$ cat src/common/ect_pkg.sv
// Constants, opcode classes and variant codes for the execution cycle timer
package ect_pkg;

   localparam int CNT_W = 8;
   localparam int WAIT_W = 4;
   localparam int LIST_W = 4;
   localparam int REG_W = 5;

   // Instruction classes seen by the timer
   typedef enum logic [4:0] {
      CLS_SINGLE = 5'h00,
      CLS_BCOND = 5'h01,
      CLS_JUMP_AND_LINK = 5'h02,
      CLS_RELATIVE_JUMP = 5'h03,
      CLS_REGISTER_INDIRECT_JUMP = 5'h04,
      CLS_BIT_OP = 5'h05,
      CLS_TABLE_CALL = 5'h06,
      CLS_TABLE_CALL_RETURN = 5'h07,
      CLS_INTERRUPT_RETURN = 5'h08,
      CLS_SOFTWARE_TRAP = 5'h09,
      CLS_DEBUG_RETURN = 5'h0a,
      CLS_DEBUG_TRAP_OP = 5'h0b,
      CLS_FRAME_RELEASE_1 = 5'h0c,
      CLS_FRAME_RELEASE_3 = 5'h0d,
      CLS_FRAME_SETUP_1 = 5'h0e,
      CLS_FRAME_SETUP_2 = 5'h0f,
      CLS_FRAME_SETUP_3 = 5'h10,
      CLS_MULTIPLY = 5'h11
   } ect_class_t;

   // Product variants
   typedef enum logic [2:0] {
      VAR_A = 3'h0,
      VAR_B = 3'h1,
      VAR_C = 3'h2,
      VAR_D = 3'h3,
      VAR_E = 3'h4,
      VAR_F = 3'h5
   } ect_variant_t;

   typedef enum logic [1:0] {
      ST_IDLE = 2'b01,
      ST_BUSY = 2'b10
   } ect_state_t;

   localparam logic [CNT_W-1:0] CLK_ONE = 8'h01;
   localparam logic [CNT_W-1:0] CLK_BCOND_TAKEN = 8'h02;
   localparam logic [CNT_W-1:0] CLK_BCOND_PSW_LATE = 8'h04;
   localparam logic [CNT_W-1:0] CLK_BCOND_PSW_EARLY = 8'h03;
   localparam logic [CNT_W-1:0] CLK_JUMP_SHORT = 8'h02;
   localparam logic [CNT_W-1:0] CLK_JUMP_INDIRECT = 8'h03;
   localparam logic [CNT_W-1:0] CLK_TABLE_CALL = 8'h04;
   localparam logic [CNT_W-1:0] CLK_RETURN_TRAP = 8'h03;
   localparam logic [CNT_W-1:0] CLK_ADD_VAR_D = 8'h01;
   localparam logic [CNT_W-1:0] CLK_ADD_VAR_E = 8'h02;
   localparam logic [CNT_W-1:0] CLK_BIT_OP = 8'h03;
   localparam logic [CNT_W-1:0] CLK_FRAME_OVH_1 = 8'h01;
   localparam logic [CNT_W-1:0] CLK_FRAME_OVH_2 = 8'h02;
   localparam logic [CNT_W-1:0] CLK_FRAME_OVH_3 = 8'h03;
   localparam logic [CNT_W-1:0] CLK_UNDEFINED = 8'h03;
   localparam logic [CNT_W-1:0] FRAME_N_MIN = 8'h01;
   localparam logic [REG_W-1:0] ZERO_REGISTER = 5'h00;

endpackage : ect_pkg

$ cat src/verilog/ect_timer.sv
// Execution-clock timer that holds instruction issue for each instruction's cycle count
module ect_timer
   import ect_pkg::*;
(
   input wire logic CLK_SYS_IN,
   input wire logic RSTN_IN,
   input wire logic [2:0] VARIANT_IN,
   input wire logic ISSUE_VALID_IN,
   input wire logic [4:0] CLASS_IN,
   input wire logic COND_TRUE_IN,
   input wire logic PSW_WRITE_IN,
   input wire logic [WAIT_W-1:0] READ_WAITS_IN,
   input wire logic [LIST_W-1:0] FRAME_N_IN,
   input wire logic [REG_W-1:0] LOW_RESULT_DESTINATION_IN,
   input wire logic [REG_W-1:0] HIGH_RESULT_DESTINATION_IN,
   input wire logic [CNT_W-1:0] MUL_BASE_CLOCKS_IN,
   output logic ISSUE_READY_OUT,
   output logic ILLEGAL_OP_OUT,
   output logic [CNT_W-1:0] LAST_CLOCKS_OUT
);

   ////////////////////////////////////////////////////////////////////////////
   // Cycle count of the offered instruction

   ect_variant_t variant;
   ect_class_t cls;
   logic [CNT_W-1:0] clocks;
   logic [CNT_W-1:0] frame_n;
   logic [CNT_W-1:0] ctl_add_d;
   logic [CNT_W-1:0] ctl_add_e;
   logic illegal;
   logic psw_prev_reg;
   logic psw_prev_next;
   // Per-group cycle counts, merged by class below
   logic late_variant;
   logic debug_absent;
   logic [CNT_W-1:0] ctl_add;
   logic [CNT_W-1:0] bcond_clocks;
   logic [CNT_W-1:0] jump_clocks;
   logic [CNT_W-1:0] special_clocks;
   logic [CNT_W-1:0] debug_clocks;
   logic [CNT_W-1:0] bit_clocks;
   logic [CNT_W-1:0] frame_ovh;
   logic [CNT_W-1:0] frame_clocks;
   logic [CNT_W-1:0] mul_clocks;
   logic mul_low_skip;
   logic mul_high_skip;

   assign variant = ect_variant_t'(VARIANT_IN);
   assign cls = ect_class_t'(CLASS_IN);

   ////////////////////////////////////////////////////////////////////////////
   // Variant adjustments

   always_comb begin
      ctl_add_d = '0;
      ctl_add_e = '0;
      late_variant = 1'b0;
      debug_absent = 1'b0;
      case (variant)
         VAR_A, VAR_B: begin
            late_variant = 1'b0;
         end
         VAR_C: begin
            // Debug function instructions are absent from this variant
            debug_absent = 1'b1;
         end
         VAR_D: begin
            ctl_add_d = CLK_ADD_VAR_D;
            late_variant = 1'b1;
         end
         VAR_E: begin
            ctl_add_e = CLK_ADD_VAR_E;
            late_variant = 1'b1;
         end
         VAR_F: begin
            late_variant = 1'b1;
         end
         default: begin
            // Unassigned codes are timed as the base variants
            late_variant = 1'b0;
         end
      endcase
      // Both adders reach every control transfer except the conditional branch, jumps and special returns alike
      ctl_add = ctl_add_d + ctl_add_e;
   end

   ////////////////////////////////////////////////////////////////////////////
   // Conditional branch

   always_comb begin
      if (!COND_TRUE_IN) begin
         bcond_clocks = CLK_ONE;
      end else if (!psw_prev_reg) begin
         bcond_clocks = CLK_BCOND_TAKEN;
      end else if (late_variant) begin
         bcond_clocks = CLK_BCOND_PSW_LATE;
      end else begin
         bcond_clocks = CLK_BCOND_PSW_EARLY;
      end
   end

   ////////////////////////////////////////////////////////////////////////////
   // Jumps, table calls, returns and traps

   always_comb begin
      if (cls == CLS_REGISTER_INDIRECT_JUMP) begin
         jump_clocks = CLK_JUMP_INDIRECT + ctl_add;
      end else begin
         jump_clocks = CLK_JUMP_SHORT + ctl_add;
      end
      if (cls == CLS_TABLE_CALL) begin
         special_clocks = CLK_TABLE_CALL + ctl_add;
      end else begin
         special_clocks = CLK_RETURN_TRAP + ctl_add;
      end
      // A missing debug op costs what an undefined code costs, with no variant adder
      if (debug_absent) begin
         debug_clocks = CLK_UNDEFINED;
      end else begin
         debug_clocks = CLK_RETURN_TRAP + ctl_add;
      end
   end

   ////////////////////////////////////////////////////////////////////////////
   // Single-bit memory operations

   always_comb begin
      // Every read wait state of the memory side stretches the operation
      bit_clocks = CLK_BIT_OP + CNT_W'(READ_WAITS_IN);
   end

   ////////////////////////////////////////////////////////////////////////////
   // Frame setup and release

   always_comb begin
      // A list that loads nothing still costs one load slot
      frame_n = (FRAME_N_IN == '0) ? FRAME_N_MIN : CNT_W'(FRAME_N_IN);
      case (cls)
         CLS_FRAME_SETUP_2: begin
            frame_ovh = CLK_FRAME_OVH_2;
         end
         CLS_FRAME_RELEASE_3, CLS_FRAME_SETUP_3: begin
            frame_ovh = CLK_FRAME_OVH_3;
         end
         default: begin
            frame_ovh = CLK_FRAME_OVH_1;
         end
      endcase
      frame_clocks = frame_n + frame_ovh;
   end

   ////////////////////////////////////////////////////////////////////////////
   // Multiply

   always_comb begin
      mul_low_skip = (LOW_RESULT_DESTINATION_IN == HIGH_RESULT_DESTINATION_IN);
      mul_high_skip = (HIGH_RESULT_DESTINATION_IN == ZERO_REGISTER);
      mul_clocks = MUL_BASE_CLOCKS_IN;
      // The floor of one clock keeps a short base count from wrapping
      if (mul_low_skip && mul_clocks > CLK_ONE) begin
         mul_clocks = mul_clocks - CLK_ONE;
      end
      if (mul_high_skip && mul_clocks > CLK_ONE) begin
         mul_clocks = mul_clocks - CLK_ONE;
      end
   end

   ////////////////////////////////////////////////////////////////////////////
   // Class selection

   always_comb begin
      illegal = 1'b0;
      clocks = CLK_ONE;
      case (cls)
         CLS_BCOND: begin
            clocks = bcond_clocks;
         end
         CLS_JUMP_AND_LINK, CLS_RELATIVE_JUMP, CLS_REGISTER_INDIRECT_JUMP: begin
            clocks = jump_clocks;
         end
         CLS_TABLE_CALL, CLS_TABLE_CALL_RETURN, CLS_INTERRUPT_RETURN, CLS_SOFTWARE_TRAP: begin
            clocks = special_clocks;
         end
         CLS_DEBUG_RETURN, CLS_DEBUG_TRAP_OP: begin
            illegal = debug_absent;
            clocks = debug_clocks;
         end
         CLS_BIT_OP: begin
            clocks = bit_clocks;
         end
         CLS_FRAME_RELEASE_1, CLS_FRAME_RELEASE_3, CLS_FRAME_SETUP_1, CLS_FRAME_SETUP_2,
               CLS_FRAME_SETUP_3: begin
            clocks = frame_clocks;
         end
         CLS_MULTIPLY: begin
            clocks = mul_clocks;
         end
         default: begin
            // Every other instruction issues every clock
            clocks = CLK_ONE;
         end
      endcase
   end

   ////////////////////////////////////////////////////////////////////////////
   // Issue hold counter

   ect_state_t state_reg;
   ect_state_t state_next;
   logic [CNT_W-1:0] remain_reg;
   logic [CNT_W-1:0] remain_next;
   logic [CNT_W-1:0] last_reg;
   logic [CNT_W-1:0] last_next;
   logic illegal_reg;
   logic illegal_next;
   logic accept;

   // Ready only in idle: the last busy clock still belongs to the current instruction,
   // so an instruction of C clocks is followed by the next one exactly C edges later
   assign ISSUE_READY_OUT = (state_reg == ST_IDLE);
   assign accept = ISSUE_VALID_IN && ISSUE_READY_OUT;

   always_comb begin
      state_next = state_reg;
      remain_next = remain_reg;
      unique case (state_reg)
         ST_IDLE: begin
            remain_next = '0;
         end
         ST_BUSY: begin
            remain_next = remain_reg - CLK_ONE;
            if (remain_reg == CLK_ONE) begin
               state_next = ST_IDLE;
            end
         end
      endcase
      if (accept) begin
         // A one-clock instruction leaves the counter idle so issue goes on every edge
         if (clocks > CLK_ONE) begin
            state_next = ST_BUSY;
            remain_next = clocks - CLK_ONE;
         end else begin
            state_next = ST_IDLE;
            remain_next = '0;
         end
      end
   end

   always_ff @(posedge CLK_SYS_IN or negedge RSTN_IN) begin
      if (!RSTN_IN) begin
         state_reg <= ST_IDLE;
         remain_reg <= '0;
      end else begin
         state_reg <= state_next;
         remain_reg <= remain_next;
      end
   end

   ////////////////////////////////////////////////////////////////////////////
   // Record of the last accepted instruction

   always_comb begin
      last_next = last_reg;
      illegal_next = illegal_reg;
      psw_prev_next = psw_prev_reg;
      if (accept) begin
         // The status-word flag follows the last accepted instruction only
         psw_prev_next = PSW_WRITE_IN;
         last_next = clocks;
         illegal_next = illegal;
      end
   end

   always_ff @(posedge CLK_SYS_IN or negedge RSTN_IN) begin
      if (!RSTN_IN) begin
         last_reg <= '0;
         illegal_reg <= 1'b0;
         psw_prev_reg <= 1'b0;
      end else begin
         last_reg <= last_next;
         illegal_reg <= illegal_next;
         psw_prev_reg <= psw_prev_next;
      end
   end

   assign LAST_CLOCKS_OUT = last_reg;
   assign ILLEGAL_OP_OUT = illegal_reg;

endmodule // ect_timer

$ cat config.mk
export PLATFORM = sky130hd
export DESIGN_NAME = ect_timer
export DESIGN_NICKNAME = d
export VERILOG_FILES = /design/src/common/ect_pkg.sv /design/src/verilog/ect_timer.sv
export SDC_FILE = /design/constraint.sdc
export NUM_CORES = 1
export LEC_CHECK = 0
export ABC_CLOCK_PERIOD_IN_PS = 3200
export BUFFER_PORTS_ARGS = -buffer_cell sky130_fd_sc_hd__buf_2
export CORE_MARGIN = 4
export CORE_UTILIZATION = 47
export DETAILED_ROUTE_END_ITERATION = 7
export HOLD_SLACK_MARGIN = 0.05
export PLACE_DENSITY_LB_ADDON = 0.15
export SYNTH_ARGS = -nofsm -noshare
export SYNTH_HDL_FRONTEND = slang
export SYNTH_SLANG_ARGS = --single-unit
$ cat constraint.sdc
create_clock -name CLK_SYS_IN -period 3.2 [get_ports CLK_SYS_IN]
set_input_delay 0.64 -clock CLK_SYS_IN [delete_from_list [all_inputs] [get_ports CLK_SYS_IN]]
set_output_delay 0.64 -clock CLK_SYS_IN [all_outputs]
set_load 0.005 [all_outputs]
After elaboration in Yosys (flattened, before gate mapping)
Index checks and enable logic that the tools add are counted.
- divide/modulo/power cells: 0
- add/sub/neg operators: 10
- equal/unequal tests: 25
- $lt $le $gt $ge: 3
- bitwise logic cells: 0
- shift-type cells: 0
- reductions and logical operators: 14
- multipliers: 0
- mux-type cells: 23
- operators with widths (kind ; count):
    2-to-1 mux 8 bit ; 7
    one-hot mux 8 bit (7 select lines) ; 1
    equality test 5 x 4 -> 1 bit, second input constant ; 8
    subtractor 8 x 1 -> 8 bit, second input constant ; 4
    > comparator 8 x 1 -> 1 bit, second input constant ; 3
    equality test 5 x 3 -> 1 bit, second input constant ; 4
    adder 2 x 8 -> 8 bit, first input constant ; 2
    one-hot mux 8 bit (2 select lines) ; 1
    equality test 5 x 2 -> 1 bit, second input constant ; 2
    equality test 5 bit, second input constant ; 2
    2-to-1 mux 2 bit ; 5
    2-to-1 mux 3 bit ; 3
    adder 3 x 8 -> 8 bit, first input constant ; 1
    adder 4 x 8 -> 8 bit ; 1
    adder 8 bit ; 1
    equality test 8 x 1 -> 1 bit, second input constant ; 1
    equality test 3 x 2 -> 1 bit, second input constant ; 2
    equality test 3 bit, second input constant ; 2
    OR reduction 3 bit ; 2
    adder 2 x 4 -> 5 bit, first input constant ; 1
    equality test 5 x 1 -> 1 bit, second input constant ; 1
    equality test 5 bit ; 1
    zero test 5 bit ; 1
    OR reduction 5 bit ; 1
    other kinds (11) ; 18
- memories kept: 0
- input port bits: 39
- memory bits (read-only): 0
- memory bits (writable): 0
- latch bits: 0
- logic and storage cells: 80
- output and inout port bits: 10
- register bits after elaboration: 20

Logic depth before layout (Yosys ltp)
Gate-level depths: netlist of run 1.
- word-level depth: 10
- mapped depth: 20

Worst setup path before layout of run 1
OpenSTA, ideal clock, no wires.
- path type: input -> register
- from: in MUL_BASE_CLOCKS_IN[1]
- to: reg remain_reg[7]
- required time: 3.131 ns
- arrival time: 4.497 ns
- path buffers: 1
- setup time: 0.069 ns
- path slack: -1.366 ns
- stages: 16
- path through: inv_1 > ha_1 > clkbuf_1 > nor2_1 > or3_4 > nand3_4 > xnor2_1 > inv_1 > ha_1 > or3b_1 > o41a_1 > a2111oi_0 > mux2i_1 > nand3_1 > or4_1 > nand3_1
- word-level cells in the longest chain between the ends: 10
- elaborated cells on any way between the ends: 13
- those cells by class: 3 x add/sub; 3 x order compare; 5 x mux; 2 x reduce/logical
- RTL lines (what ; line ; RTL):
    start: declaration ; ect_timer.sv:16 ; input wire logic [CNT_W-1:0] MUL_BASE_CLOCKS_IN,
    > comparator 8 x 1 -> 1 bit ; ect_timer.sv:161 ; if (mul_low_skip && mul_clocks > CLK_ONE) begin
    logical AND 1 bit ; ect_timer.sv:161 ;
    2-to-1 mux 8 bit * ; ect_timer.sv:161 ;
    > comparator 8 x 1 -> 1 bit ; ect_timer.sv:164 ; if (mul_high_skip && mul_clocks > CLK_ONE) begin
    logical AND 1 bit ; ect_timer.sv:164 ;
    2-to-1 mux 8 bit * ; ect_timer.sv:164 ;
    one-hot mux 8 bit (7 select lines) * ; ect_timer.sv:175 ; case (cls)
    subtractor 8 x 1 -> 8 bit / > comparator 8 x 1 -> 1 bit (equally long branches) ; ect_timer.sv:242, ect_timer.sv:240 ;
    2-to-1 mux 8 bit * ; ect_timer.sv:240 ; if (clocks > CLK_ONE) begin
    2-to-1 mux 8 bit * ; ect_timer.sv:238 ; if (accept) begin
    named net remain_next[7] ; ect_timer.sv:212 ; logic [CNT_W-1:0] remain_next;
    end signal: assignment ; ect_timer.sv:256 ; remain_reg <= remain_next;
    end: declaration ; ect_timer.sv:211 ; logic [CNT_W-1:0] remain_reg;
Mark *: on every way through the listed nets, which the timed path passes. The rest lies on a longest branch.
A chain may end at the register's enable or synchronous reset.

Worst setup path after layout of run 1
- from: in MUL_BASE_CLOCKS_IN[7]
- to: reg remain_reg[7]
- word-level cells in the longest chain between the ends: 10
- elaborated cells on any way between the ends: 13
- those cells by class: 3 x add/sub; 3 x order compare; 5 x mux; 2 x reduce/logical
- RTL lines (what ; line ; RTL):
    > comparator 8 x 1 -> 1 bit ; ect_timer.sv:161 ;
    logical AND 1 bit ; ect_timer.sv:161 ;
    2-to-1 mux 8 bit * ; ect_timer.sv:161 ;
    > comparator 8 x 1 -> 1 bit ; ect_timer.sv:164 ;
    logical AND 1 bit ; ect_timer.sv:164 ;
    2-to-1 mux 8 bit * ; ect_timer.sv:164 ;
    one-hot mux 8 bit (7 select lines) * ; ect_timer.sv:175 ;
    named net clocks[0] ; ect_timer.sv:27 ; logic [CNT_W-1:0] clocks;
    subtractor 8 x 1 -> 8 bit / > comparator 8 x 1 -> 1 bit (equally long branches) ; ect_timer.sv:242, ect_timer.sv:240 ;
    2-to-1 mux 8 bit * ; ect_timer.sv:240 ;
    2-to-1 mux 8 bit * ; ect_timer.sv:238 ;
    named net remain_next[7] ; ect_timer.sv:212 ;
Marks and branches as above.

==> impl_table.tex, run 1 <==
\begin{tabular}{lr}
\hline
Metric & Value \\
\hline
\multicolumn{2}{l}{\textbf{Drt}} \\
\quad Wire length per cell & 14.56 µm \\
\quad Post-Route WL & 7194 µm \\
\quad Drt first-iter violations & 85 \\
\quad Final antenna-violating net count & 0 \\
\quad Post-DR vias/cell & 5.575 \\
\quad Total number of vias & 2754 \\
\quad DRC & 0 \\
\quad Drt first pass iters & 4 \\
\multicolumn{2}{l}{\textbf{Power}} \\
\quad Power density cells & a little over 200 nW/µm² \\
\quad Worst IR drop on VDD & 0.0001629 V \\
\quad Leakage power of the design & 1.628 nW \\
\quad Design Power & 0.7383 mW \\
\multicolumn{2}{l}{\textbf{Yosys}} \\
\quad Cell area after synthesis & 2391 µm² \\
\quad Sequential area share after synthesis & 0.2098 \\
\quad Cell count after synthesis & 309 \\
\quad Number of register bits inferred by synthesis & 20 \\
\quad Top flip-flop cell by instance count after synthesis & dfrtp\_1 \\
\quad Most used standard cells in the synthesized netlist & nand2\_1, nor2\_1, dfrtp\_1, xnor2\_1, inv\_1 \\
\quad Number of warnings reported in the yosys synthesis log & 0 \\
\quad Mapped Nets & 360 \\
\quad Area share of the largest cell type after synthesis & 0.1988 \\
\quad Top cells by area, synth & dfrtp\_1, xnor2\_1, ha\_1, nand2\_1, nor2\_1 \\
\quad Number of flops mapped to enable cells by yosys & 0 \\
\quad Unique masters post-synth & 67 \\
\quad Cell taking the most area after synthesis & dfrtp\_1 \\
\quad FFs w/ async S/R, synth & 1.000 \\
\quad Leading cell type by number of instances after synthesis & nand2\_1 \\
\quad Post-synthesis average cell area & 7.738 µm² \\
\multicolumn{2}{l}{\textbf{Clocking}} \\
\quad Clock transition at the register clock pins on the worst setup and hold paths after CTS & about 0.070 ns \\
\quad Total number of H-tree levels & 1 \\
\quad Deepest clock path buffer count & 2 \\
\quad TritonCTS clock tree & done \\
\quad Hold buffer count at CTS & 0 \\
\quad Root Buffer Master & clkbuf\_8 \\
\quad Clk sinks & 20 \\
\quad Total clock buffers created by CTS & 3 \\
\quad Clock latency reported for the late side of the worst-skew pair & 0.25 ns \\
\multicolumn{2}{l}{\textbf{Flow run}} \\
\quad Max-cap violations & 0 \\
\multicolumn{2}{l}{\textbf{Global route}} \\
\quad All-Layer GR Usage & 0.2240 \\
\quad Global routing usage on met2 & 0.4133 \\
\quad Grt met3 use & 0.01701 \\
\quad Initial antenna violation count & 0 \\
\quad Number of global-route vias before repair & $\sim$2600 \\
\quad First-pass GRT wire length & 11500 µm \\
\quad Met1 layer usage reported by global route & 0.2741 \\
\quad Most congested layer reported by global routing & met2 \\
\quad Residual overflow from global routing & 0 \\
\quad Pin count of the biggest net entering global routing & 22 \\
\multicolumn{2}{l}{\textbf{Floorplanning}} \\
\quad Initial Util & 0.4964 \\
\quad Number of primary I/O pins & 49 \\
\quad Die X & roughly 79 µm \\
\quad Vertical die dimension & 79.33 µm \\
\quad Core ar. & 4817 µm² \\
\quad Row count & 25 \\
\quad DIE AREA & 6292 µm² \\
\multicolumn{2}{l}{\textbf{Timing}} \\
\quad Transition time of the tightest slew-check pin & approximately 0.65 ns \\
\quad Worst Clk Skew & 0.005470 ns \\
\quad Max Fclk & 0.2474 GHz \\
\quad Pins over their slew limit & 0 \\
\quad Post-route fraction of the period consumed by the critical path & 1.263 \\
\quad RSZ-0062 raised after global routing & yes \\
\quad Hold Fails Final Rpt & 0 \\
\quad Setup violators final & 17 \\
\quad Final Worst Setup Slack & -0.8425 ns \\
\quad Final Critical Period & 4.043 ns \\
\quad Total negative slack for setup checks & -9.165 ns \\
\quad Relative slew margins & 0.5645 \\
\multicolumn{2}{l}{\textbf{Worst setup path}} \\
\quad Crit path capture type & flop \\
\quad R2R setup slack & 0.64 ns \\
\quad Required time of the worst setup path & 3.39 ns \\
\quad R2R depth & 11 \\
\quad Highest-delay cell along the critical path & or4\_4 \\
\quad Arrival time at the worst endpoint & 4.23 ns \\
\quad Maximum fanout count along the critical path & 3 \\
\quad Crit Reg-Reg Endpoint & remain\_reg[7]\$\_DFF\_PN0\_ \\
\quad Setup crit start & MUL\_BASE\_CLOCKS\_IN[7] \\
\quad Critical register-to-register path startpoint & psw\_prev\_reg\$\_DFFE\_PN0P\_ \\
\quad Stage delay of the slowest cell on the critical path & around 0.54 ns \\
\quad Crit path cell chain & buf\_6, or4\_4, or3\_4, nand3\_4, xnor2\_2, buf\_4, ha\_4, o21a\_1, o31a\_1, a2111oi\_4, buf\_4, nor3\_4, inv\_2, ha\_1, nor2\_2, nor3\_2, or4\_1, nand3\_1 \\
\quad Sort of element at the start of the critical path & input pin \\
\quad Most used cell, CP & buf\_4 \\
\quad Crit path kind & input pin to flop \\
\quad Capturing instance or port of the critical path & remain\_reg[7]\$\_DFF\_PN0\_ \\
\multicolumn{2}{l}{\textbf{Finish}} \\
\quad Diode count & 0 \\
\quad Sequential cell area & 501.7 µm² \\
\quad Share of layout cells above drive strength 1 & 0.4098 \\
\quad Area of the multi-input gates & 1993 µm² \\
\quad Post-layout net count & between 400 and 500 \\
\quad Number of filler cells placed in the layout & 412 \\
\quad Post-layout utilization of the core & 0.7377 \\
\quad Synth-to-layout area growth & 48.61\% \\
\multicolumn{2}{l}{\textbf{Status}} \\
\quad Violated checks & setup timing \\
\quad Status & finished with violations \\
\multicolumn{2}{l}{\textbf{Placed design}} \\
\quad Final GP Congestion & 0.9264 \\
\quad HPWL after detailed placement & roughly 5500 µm \\
\quad IO Port Bufs & 48 \\
\multicolumn{2}{l}{\textbf{Min path}} \\
\quad Worst hold-check path type & input pin to async pin \\
\hline
\end{tabular}
[metrics by stage]
step / std cells / setup WS, ns / cell area (µm²) / hold WS (ns)
3_3_place_gp: 484 / -1.066 / 3239 / 0.4549
2_1_floorplan: 309 / -1.127 / 2425 / 0.3444
6_report: 494 / -0.8425 / 3553 / 0.3144
4_1_cts: 492 / -0.7883 / 3436 / 0.3273
3_5_place_dp: 484 / -1.129 / 3239 / 0.4697
5_1_grt: 494 / -0.9774 / 3553 / 0.3435
[repair_timing]
action                     CTS  global route
gates resized for setup     21            22
setup buffers                4             3
setup endpoints to repair   17            18
cloned                       1             0
pin swaps                    7             2
[worst min-delay path by stage]
| stage | startpoint | end | slack, ns | depth (start not counted) |
|---|---|---|---|---|
| final | RSTN_IN | LAST_CLOCKS_OUT[1]$_DFFE_PN0P_ | 0.31 | 1 |
| after global routing | RSTN_IN | LAST_CLOCKS_OUT[0]$_DFFE_PN0P_ | 0.34 | 1 |
| after CTS | RSTN_IN | ILLEGAL_OP_OUT$_DFFE_PN0P_ | 0.33 | 1 |
| after detailed placement | LAST_CLOCKS_OUT[7]$_DFFE_PN0P_ | LAST_CLOCKS_OUT[7]$_DFFE_PN0P_ | 0.47 | 1 |
| after global placement | LAST_CLOCKS_OUT[7]$_DFFE_PN0P_ | LAST_CLOCKS_OUT[7]$_DFFE_PN0P_ | 0.45 | 1 |
| after floorplan | RSTN_IN | ILLEGAL_OP_OUT$_DFFE_PN0P_ | 0.34 | 0 |
[metal layers]
layer	wire length [µm]	vias to the layer above
met5	0	-
met4	121	0
met3	235	12
met2	3768	63
met1	3069	1302
li1	-	1377
[cells in the final DEF, fill, tap and decap left out, drive strengths merged, types with 4 or more instances in the layout]
master and count:
ha 11, o22ai 8, nor4 7, clkbuf 4, xnor2 17, or2 4, a21oi 5, a2111oi 4
nand4 5, nor3 12, a31oi 7, nor2 27, nand2 34, nand3b 4, inv 15, and3b 4
dfrtp 19, mux2i 7, o21ai 20, nor3b 4, xor2 9, nor2b 9, nand3 15, or3b 4
buf 128
[cell type report]
type | count | area share
clock buffers | 4 | 0.01268
multi-input cells | 259 | 0.5609
well taps | 67 | 0.02359
repair buffers | 128 | 0.2447
inverters | 16 | 0.01690
flip-flops and latches | 20 | 0.1412
[power by group]
part           internal, mW  switching, mW  leakage [nW]
clock                0.0884         0.0758        0.0228
sequential            0.253              0         0.271
combinational         0.157          0.164          1.33
total                 0.498          0.240          1.63
[worst max-delay path, delay by kind of cell]
family	cells	cell delay (ns)
adder cells (fa/ha/maj)	2	0.34
buffers and inverters	4	0.47
XOR/XNOR	1	0.13
AND/OR/NAND/NOR	8	2.09
AO/OA/AOI/OAI	3	0.53
[kinds of logic after synthesis]
kind of cell	synth area share
flip-flops	0.2098
AND/OR/NAND/NOR	0.3616
AO/OA/AOI/OAI	0.1879
buffers and inverters	0.05023
adder cells (fa/ha/maj)	0.06593
multiplexers	0.02931
XOR/XNOR	0.09524
(Power assumes the default switching activity.)
==> inputs of run 2 (changes only) <==
--- a/config.mk
+++ b/config.mk
@@ -12,6 +12,8 @@
 export DETAILED_ROUTE_END_ITERATION = 7
 export HOLD_SLACK_MARGIN = 0.05
 export PLACE_DENSITY_LB_ADDON = 0.15
+export RECOVER_POWER = 100
+export SLEW_MARGIN = 40
 export SYNTH_ARGS = -nofsm -noshare
 export SYNTH_HDL_FRONTEND = slang
 export SYNTH_SLANG_ARGS = --single-unit
==> impl_table.tex, run 2 (synthesis results as in run 1) <==
\begin{tabular}{lr}
\hline
Metric & Value \\
\hline
\multicolumn{2}{l}{\textbf{Timing}} \\
\quad Final Critical Period & 4.041 ns (-0.001313 ns) \\
\quad Pins over their slew limit & 0 (unchanged) \\
\quad Post-route fraction of the period consumed by the critical path & 1.263 (about the same) \\
\quad RSZ-0062 raised after global routing & yes \\
\quad Final Worst Setup Slack & -0.8412 ns (+0.001313 ns) \\
\quad Total negative slack for setup checks & -9.145 ns (+0.01951 ns) \\
\quad Relative slew margins & 0.3169 (-0.2476) \\
\quad Worst Clk Skew & 0.007298 ns (+0.001828 ns) \\
\quad Setup violators final & 17 (unchanged) \\
\quad Hold Fails Final Rpt & 0 (unchanged) \\
\quad Transition time of the tightest slew-check pin & 1.025 ns (+0.3730 ns) \\
\quad Hold Worst Slack & 0.4762 ns (+0.1618 ns) \\
\quad Max Fclk & 0.2475 GHz (about the same) \\
\multicolumn{2}{l}{\textbf{Power}} \\
\quad Worst IR drop on VDD & 0.0001651 V (+1.3\%) \\
\quad Power density cells & 208.6 nW/µm² (+0.39\%) \\
\quad Leakage power of the design & 1.608 nW (-1.2\%) \\
\quad Design Power & 0.7394 mW (+0.15\%) \\
\multicolumn{2}{l}{\textbf{Clocking}} \\
\quad Clock latency reported for the late side of the worst-skew pair & 0.26 ns (about the same) \\
\quad Root Buffer Master & clkbuf\_8 \\
\quad Hold buffer count at CTS & 0 (unchanged) \\
\quad Clk sinks & 20 (unchanged) \\
\quad Clock transition at the register clock pins on the worst setup and hold paths after CTS & 0.07 ns (about the same) \\
\quad Deepest clock path buffer count & 2 (unchanged) \\
\quad TritonCTS clock tree & done \\
\quad Total clock buffers created by CTS & 3 (unchanged) \\
\quad Total number of H-tree levels & 1 (unchanged) \\
\multicolumn{2}{l}{\textbf{Drt}} \\
\quad Wire length per cell & 14.57 µm (about the same) \\
\quad Drt first-iter violations & 85 (unchanged) \\
\quad Final antenna-violating net count & 0 (unchanged) \\
\quad DRC & 0 (unchanged) \\
\quad Post-Route WL & 7200 µm (about the same) \\
\quad Total number of vias & 2739 (-0.54\%) \\
\quad Post-DR vias/cell & 5.545 (-0.54\%) \\
\quad Drt first pass iters & 4 (unchanged) \\
\multicolumn{2}{l}{\textbf{Finish}} \\
\quad Most common cell after layout, fill and taps aside & buf\_4 \\
\quad Diode count & 0 (unchanged) \\
\quad Most frequent cells in the layout & buf\_4, buf\_2, nand2\_1 \\
\quad Post-layout net count & 479 (unchanged) \\
\quad Share of layout cells above drive strength 1 & 0.3981 (-0.01171) \\
\quad Final cell area excluding filler cells & 3545 µm² (-0.25\%) \\
\quad Finished Layout Cells & 494 (unchanged) \\
\quad Synth-to-layout area growth & 48.25\% \\
\multicolumn{2}{l}{\textbf{Worst setup path}} \\
\quad Arrival time at the worst endpoint & 4.23 ns (about the same) \\
\quad Critical register-to-register path startpoint & psw\_prev\_reg\$\_DFFE\_PN0P\_ \\
\quad Crit path kind & input pin to flop \\
\quad Maximum fanout count along the critical path & 3 (unchanged) \\
\quad Crit Reg-Reg Endpoint & remain\_reg[7]\$\_DFF\_PN0\_ \\
\quad Highest-delay cell along the critical path & or4\_4 \\
\quad R2R depth & 11 (unchanged) \\
\quad Required time of the worst setup path & 3.39 ns (about the same) \\
\quad Stage delay of the slowest cell on the critical path & 0.54 ns (about the same) \\
\quad Crit-path leading delay family & simple AND/OR/NAND/NOR gates \\
\quad Crit path cell chain & buf\_6, or4\_4, or3\_4, nand3\_4, xnor2\_2, buf\_4, ha\_4, o21a\_1, o31a\_1, a2111oi\_4, buf\_4, nor3\_4, inv\_2, ha\_1, nor2\_2, nor3\_2, or4\_1, nand3\_1 \\
\quad Combined buffer and inverter count along the critical path & 4 (unchanged) \\
\quad Sort of element at the start of the critical path & input pin \\
\quad Crit path capture type & flop \\
\quad R2R setup slack & 0.63 ns (about the same) \\
\quad Most used cell, CP & buf\_4 \\
\multicolumn{2}{l}{\textbf{Min path}} \\
\quad Hold EP & LAST\_CLOCKS\_OUT[6]\$\_DFFE\_PN0P\_ \\
\quad Beginning of the worst hold path & LAST\_CLOCKS\_OUT[6]\$\_DFFE\_PN0P\_ \\
\quad Worst hold-check path type & flop to flop \\
\quad Cell count of the worst hold path & 2 \\
\multicolumn{2}{l}{\textbf{Floorplanning}} \\
\quad DIE AREA & 6292 µm² (unchanged) \\
\quad Vertical die dimension & 79.33 µm (unchanged) \\
\quad Row count & 25 (unchanged) \\
\quad Number of primary I/O pins & 49 (unchanged) \\
\quad Die X & 79.33 µm (unchanged) \\
\quad Initial Util & 0.4964 (unchanged) \\
\quad Core ar. & 4817 µm² (unchanged) \\
\multicolumn{2}{l}{\textbf{Placed design}} \\
\quad HPWL after detailed placement & 5502 µm (unchanged) \\
\quad Final GP Congestion & 0.9264 (unchanged) \\
\quad Number of placed instances, taps included & 484 (unchanged) \\
\quad IO Port Bufs & 48 (unchanged) \\
\quad Area post-placement & 3239 µm² (unchanged) \\
\multicolumn{2}{l}{\textbf{Status}} \\
\quad Status & finished with violations \\
\quad Violated checks & setup timing \\
\multicolumn{2}{l}{\textbf{Global route}} \\
\quad First-pass GRT wire length & 11500 µm (unchanged) \\
\quad Number of global-route vias before repair & 2605 (unchanged) \\
\quad Residual overflow from global routing & 0 (unchanged) \\
\quad Initial antenna violation count & 0 (unchanged) \\
\quad Pin count of the biggest net entering global routing & 22 (unchanged) \\
\quad All-Layer GR Usage & 0.2240 (unchanged) \\
\multicolumn{2}{l}{\textbf{Flow run}} \\
\quad Max-cap violations & 0 (unchanged) \\
\hline
\end{tabular}
-- run 2: routing by layer --
layer | global-route usage | vias up | wire, µm | part of all wire
met1 | 0.2741 | 1294 | 3122 | 0.43
li1 | - | 1375 | - | -
met4 | 0.07045 | 0 | 129 | 0.018
met5 | 0 | - | 0 | 0
met3 | 0.01701 | 14 | 217 | 0.030
met2 | 0.4133 | 56 | 3731 | 0.52
-- run 2: worst max path at each step --
stage                          startpoint                       to  slack, ns  depth (start not counted)
global route        MUL_BASE_CLOCKS_IN[7]  remain_reg[7]$_DFF_PN0_      -0.98                         18
CTS                 MUL_BASE_CLOCKS_IN[7]  remain_reg[7]$_DFF_PN0_      -0.79                         14
detailed placement  MUL_BASE_CLOCKS_IN[7]  remain_reg[7]$_DFF_PN0_      -1.13                         14
finish              MUL_BASE_CLOCKS_IN[7]  remain_reg[7]$_DFF_PN0_      -0.84                         18
global placement    MUL_BASE_CLOCKS_IN[7]  remain_reg[7]$_DFF_PN0_      -1.07                         14
floorplan           MUL_BASE_CLOCKS_IN[4]  remain_reg[7]$_DFF_PN0_      -1.13                         14
-- run 2: stage by stage --
step	utilization	worst slack, ns
3_3_place_gp	0.6725	-1.066
2_1_floorplan	-	-1.127
4_1_cts	0.7132	-0.7883
3_5_place_dp	0.6725	-1.129
5_1_grt	0.7358	-0.9774
6_report	0.7358	-0.8412
-- run 2: where the power goes --
group	switching [mW]	internal, mW	leakage [nW]
logic	0.164	0.156	1.31
registers	0	0.253	0.271
clock network	0.0775	0.0885	0.0228
total	0.242	0.498	1.61
-- run 2: final cells by class --
cell class / instances / area [µm²]
timing repair buffer: 128 / 860.8
sequential: 20 / 501.7
clock buffer: 4 / 45.04
tap: 67 / 83.83
multi-input combinational: 259 / 1993
fill: 414 / 1272
inverter: 16 / 60.06
-- run 2: timing repair --
action,CTS,global route
gates resized for setup,21,22
cloned,1,0
pin swaps,7,2
hold endpoints to repair,0,0
setup buffers,4,3
setup endpoints to repair,17,18
-- run 2: worst min-delay path, delay by kind of cell (launching register included) --
kind,cells,cell delay [ns]
simple gates,1,0.06
compound gates,1,0.05
flops,1,0.34
==> inputs of run 3 (changes only) <==
--- a/config.mk
+++ b/config.mk
@@ -7,7 +7,6 @@
 export LEC_CHECK = 0
 export ABC_CLOCK_PERIOD_IN_PS = 3200
 export BUFFER_PORTS_ARGS = -buffer_cell sky130_fd_sc_hd__buf_2
-export CORE_MARGIN = 4
 export CORE_UTILIZATION = 47
 export DETAILED_ROUTE_END_ITERATION = 7
 export HOLD_SLACK_MARGIN = 0.05
==> impl_table.tex, run 3 (synthesis results as in run 1) <==
\begin{tabular}{lr}
\hline
Metric & Value \\
\hline
\multicolumn{2}{l}{\textbf{Timing}} \\
\quad RSZ-0062 raised after global routing & yes \\
\quad Transition time of the tightest slew-check pin & 1.045 ns (+0.02066 ns) \\
\quad Setup violators final & 16 (-1) \\
\quad Relative slew margins & 0.3032 (-0.01377) \\
\quad Final Worst Setup Slack & -0.8746 ns (-0.03342 ns) \\
\quad Final Critical Period & 4.075 ns (+0.03342 ns) \\
\quad Hold Fails Final Rpt & 0 (unchanged) \\
\quad Pins over their slew limit & 0 (unchanged) \\
\quad Post-route fraction of the period consumed by the critical path & 1.273 (+0.01044) \\
\quad Max Fclk & 0.2454 GHz (-0.82\%) \\
\quad Worst Clk Skew & 0.004577 ns (-0.002722 ns) \\
\multicolumn{2}{l}{\textbf{Power}} \\
\quad Share of power burned in combinational logic & 0.415 (-0.019) \\
\quad Sw Ratio & 0.3170 (-0.01004) \\
\quad P\_int & 0.4879 mW (-1.9\%) \\
\quad Worst IR drop on VDD & 0.0002215 V (+34\%) \\
\quad Switching Power & 0.2265 mW (-6.3\%) \\
\quad Power density cells & 207.8 nW/µm² (-0.35\%) \\
\quad Clock power share & 0.232 (+0.007) \\
\quad Leakage power of the design & 1.570 nW (-2.4\%) \\
\quad Power share of the sequential group & 0.354 (+0.012) \\
\multicolumn{2}{l}{\textbf{Drt}} \\
\quad Post-Route WL & 6666 µm (-7.4\%) \\
\quad Final antenna-violating net count & 0 (unchanged) \\
\quad Total number of vias & 2716 (-0.84\%) \\
\quad DRC & 0 (unchanged) \\
\quad Post-DR vias/cell & 5.487 (-1.0\%) \\
\quad Wire length per cell & 13.47 µm (-7.6\%) \\
\quad Drt first pass iters & 4 (unchanged) \\
\quad Drt first-iter violations & 121 (+42\%) \\
\multicolumn{2}{l}{\textbf{Worst setup path}} \\
\quad Critical register-to-register path startpoint & psw\_prev\_reg\$\_DFFE\_PN0P\_ \\
\quad R2R setup slack & 0.53 ns (-0.10 ns) \\
\quad Required time of the worst setup path & 3.39 ns (about the same) \\
\quad Arrival time at the worst endpoint & 4.26 ns (+0.03 ns) \\
\quad Crit-path leading delay family & simple AND/OR/NAND/NOR gates \\
\quad Crit path kind & input pin to flop \\
\quad Crit Reg-Reg Endpoint & remain\_reg[4]\$\_DFF\_PN0\_ \\
\quad Combined buffer and inverter count along the critical path & 3 (-1) \\
\quad Setup crit start & MUL\_BASE\_CLOCKS\_IN[7] \\
\quad Crit path cell chain & buf\_6, or4\_4, or3\_4, a31oi\_1, nor2\_2, ha\_2, or3b\_4, buf\_4, nor2\_2, mux2i\_2, buf\_4, a2111o\_1, and3\_4, and3b\_2, nand4\_2, or4\_1, nand3\_1 \\
\quad Crit path capture type & flop \\
\quad Maximum fanout count along the critical path & 3 (unchanged) \\
\quad Sort of element at the start of the critical path & input pin \\
\quad Highest-delay cell along the critical path & or4\_4 \\
\quad R2R depth & 13 (+2) \\
\quad Stage delay of the slowest cell on the critical path & 0.54 ns (about the same) \\
\multicolumn{2}{l}{\textbf{Clocking}} \\
\quad Root Buffer Master & clkbuf\_8 \\
\quad TritonCTS clock tree & done \\
\quad Clk sinks & 20 (unchanged) \\
\quad Total number of H-tree levels & 1 (unchanged) \\
\quad Deepest clock path buffer count & 2 (unchanged) \\
\quad Clock transition at the register clock pins on the worst setup and hold paths after CTS & 0.07 ns (about the same) \\
\quad Clock latency reported for the late side of the worst-skew pair & 0.26 ns (about the same) \\
\quad Total clock buffers created by CTS & 3 (unchanged) \\
\multicolumn{2}{l}{\textbf{Global route}} \\
\quad Initial antenna violation count & 0 (unchanged) \\
\quad Pin count of the biggest net entering global routing & 22 (unchanged) \\
\quad Number of global-route vias before repair & 2611 (+0.23\%) \\
\quad All-Layer GR Usage & 0.2572 (+0.03314) \\
\quad Grt met3 use & 0.01235 (-0.004661) \\
\quad Most congested layer reported by global routing & met2 \\
\quad Met1 layer usage reported by global route & 0.3401 (+0.06603) \\
\quad Residual overflow from global routing & 0 (unchanged) \\
\quad First-pass GRT wire length & 11230 µm (-2.3\%) \\
\quad Global routing usage on met2 & 0.4691 (+0.05584) \\
\multicolumn{2}{l}{\textbf{Status}} \\
\quad Violated checks & setup timing \\
\quad Status & finished with violations \\
\multicolumn{2}{l}{\textbf{Finish}} \\
\quad Diode count & 0 (unchanged) \\
\quad Share of layout cells above drive strength 1 & 0.3762 (-0.02196) \\
\quad Most frequent cells in the layout & buf\_4, buf\_2, nand2\_1 \\
\quad Most common cell after layout, fill and taps aside & buf\_4 \\
\quad Post-layout net count & 480 (+0.21\%) \\
\quad Post-layout utilization of the core & 0.7135 (-0.02234) \\
\quad Synth-to-layout area growth & 43.75\% \\
\multicolumn{2}{l}{\textbf{Floorplanning}} \\
\quad Vertical die dimension & 73.33 µm (-7.6\%) \\
\quad Initial Util & 0.4964 (unchanged) \\
\quad Row count & 25 (unchanged) \\
\quad DIE AREA & 5377 µm² (-15\%) \\
\quad Die X & 73.33 µm (-7.6\%) \\
\quad Number of primary I/O pins & 49 (unchanged) \\
\quad Core ar. & 4817 µm² (unchanged) \\
\multicolumn{2}{l}{\textbf{Placed design}} \\
\quad Setup slack at placement & -1.148 ns (-0.01825 ns) \\
\quad HPWL after detailed placement & 5255 µm (-4.5\%) \\
\quad IO Port Bufs & 48 (unchanged) \\
\quad Final GP Congestion & 0.9194 (-0.76\%) \\
\multicolumn{2}{l}{\textbf{Min path}} \\
\quad Beginning of the worst hold path & LAST\_CLOCKS\_OUT[7]\$\_DFFE\_PN0P\_ \\
\quad Hold EP & LAST\_CLOCKS\_OUT[7]\$\_DFFE\_PN0P\_ \\
\quad Cell count of the worst hold path & 1 (-1) \\
\quad Worst hold-check path type & flop to flop \\
\multicolumn{2}{l}{\textbf{Flow run}} \\
\quad Max-cap violations & 0 (unchanged) \\
\hline
\end{tabular}
-- run 3: cell types whose count changed in the layout (fill, tap and decap cells not counted), moves of 2 or more --
cell / previous run / this run
ha_4: 2 / 0
o22ai_1: 4 / 8
buf_6: 7 / 5
buf_2: 43 / 41
buf_4: 73 / 77
mux2i_2: 0 / 2
inv_1: 13 / 15
o21ai_2: 5 / 2
o22ai_2: 4 / 0
inv_2: 2 / 0
-- run 3: power by group through the flow --
stage | clock network, mW | logic [mW] | registers [mW]
after global placement | 0 | 0.278 | 0.258
final | 0.165 | 0.296 | 0.253
after detailed placement | 0 | 0.283 | 0.258
after global routing | 0.181 | 0.325 | 0.253
after CTS | 0.169 | 0.293 | 0.253
after floorplan | 0 | 0.144 | 0.258
-- run 3: repair_timing --
action	CTS	global route
resized for setup	14	10
hold endpoints to repair	0	0
setup endpoints to repair	17	18
buffers inserted	4	3
pin swaps	8	2
cloned	1	0
hold buffers	0	0
-- run 3: area by class of cell --
| type | instances | area [µm²] |
|---|---|---|
| multi-input cells | 259 | 1884 |
| fillers | 421 | 1380 |
| repair buffers | 129 | 862.1 |
| well taps | 67 | 83.83 |
| inverters | 16 | 60.06 |
| flip-flops and latches | 20 | 501.7 |
| clock buffers | 4 | 45.04 |
-- run 3: worst max path at each step --
stage	end	slack, ns	cells past startpoint
final	remain_reg[7]$_DFF_PN0_	-0.87	17
after global routing	remain_reg[4]$_DFF_PN0_	-1.02	18
after CTS	remain_reg[0]$_DFF_PN0_	-0.84	16
after detailed placement	remain_reg[7]$_DFF_PN0_	-1.15	14
after global placement	remain_reg[7]$_DFF_PN0_	-1.07	14
after floorplan	remain_reg[7]$_DFF_PN0_	-1.13	14
-- run 3: routing by layer --
metal	wire length, µm	share of wire	vias up
met3	185	0.028	7
met2	3377	0.51	51
met1	3057	0.46	1288
li1	-	-	1370
met5	0	0	-
met4	45	0.0068	0
-- run 3: per-stage QoR --
stage / hold WS (ns) / cells / cell area [µm²] / power (mW) / TNS [ns]
2_1_floorplan: 0.3444 / 309 / 2425 / 0.4015 / -11.62
3_3_place_gp: 0.4546 / 485 / 3247 / 0.5355 / -12.87
3_5_place_dp: 0.4621 / 485 / 3247 / 0.5404 / -13.69
4_1_cts: 0.3222 / 493 / 3395 / 0.7144 / -9.288
5_1_grt: 0.5029 / 495 / 3437 / 0.7582 / -11.91
6_report: 0.4749 / 495 / 3437 / 0.7144 / -9.235
-- run 3: worst reg2reg max path, stage by stage (launching register included) --
cell and delay (ns):
dfrtp_1 0.39, o21ai_0 0.13, nand3_1 0.11, o2111ai_1 0.11, a31oi_1 0.24, o21ai_0 0.17
nor3b_2 0.38, ha_1 0.25, nor2_1 0.05, nor3_1 0.23, nand2_2 0.10, o21ai_4 0.17
buf_6 0.14, o22ai_1 0.08
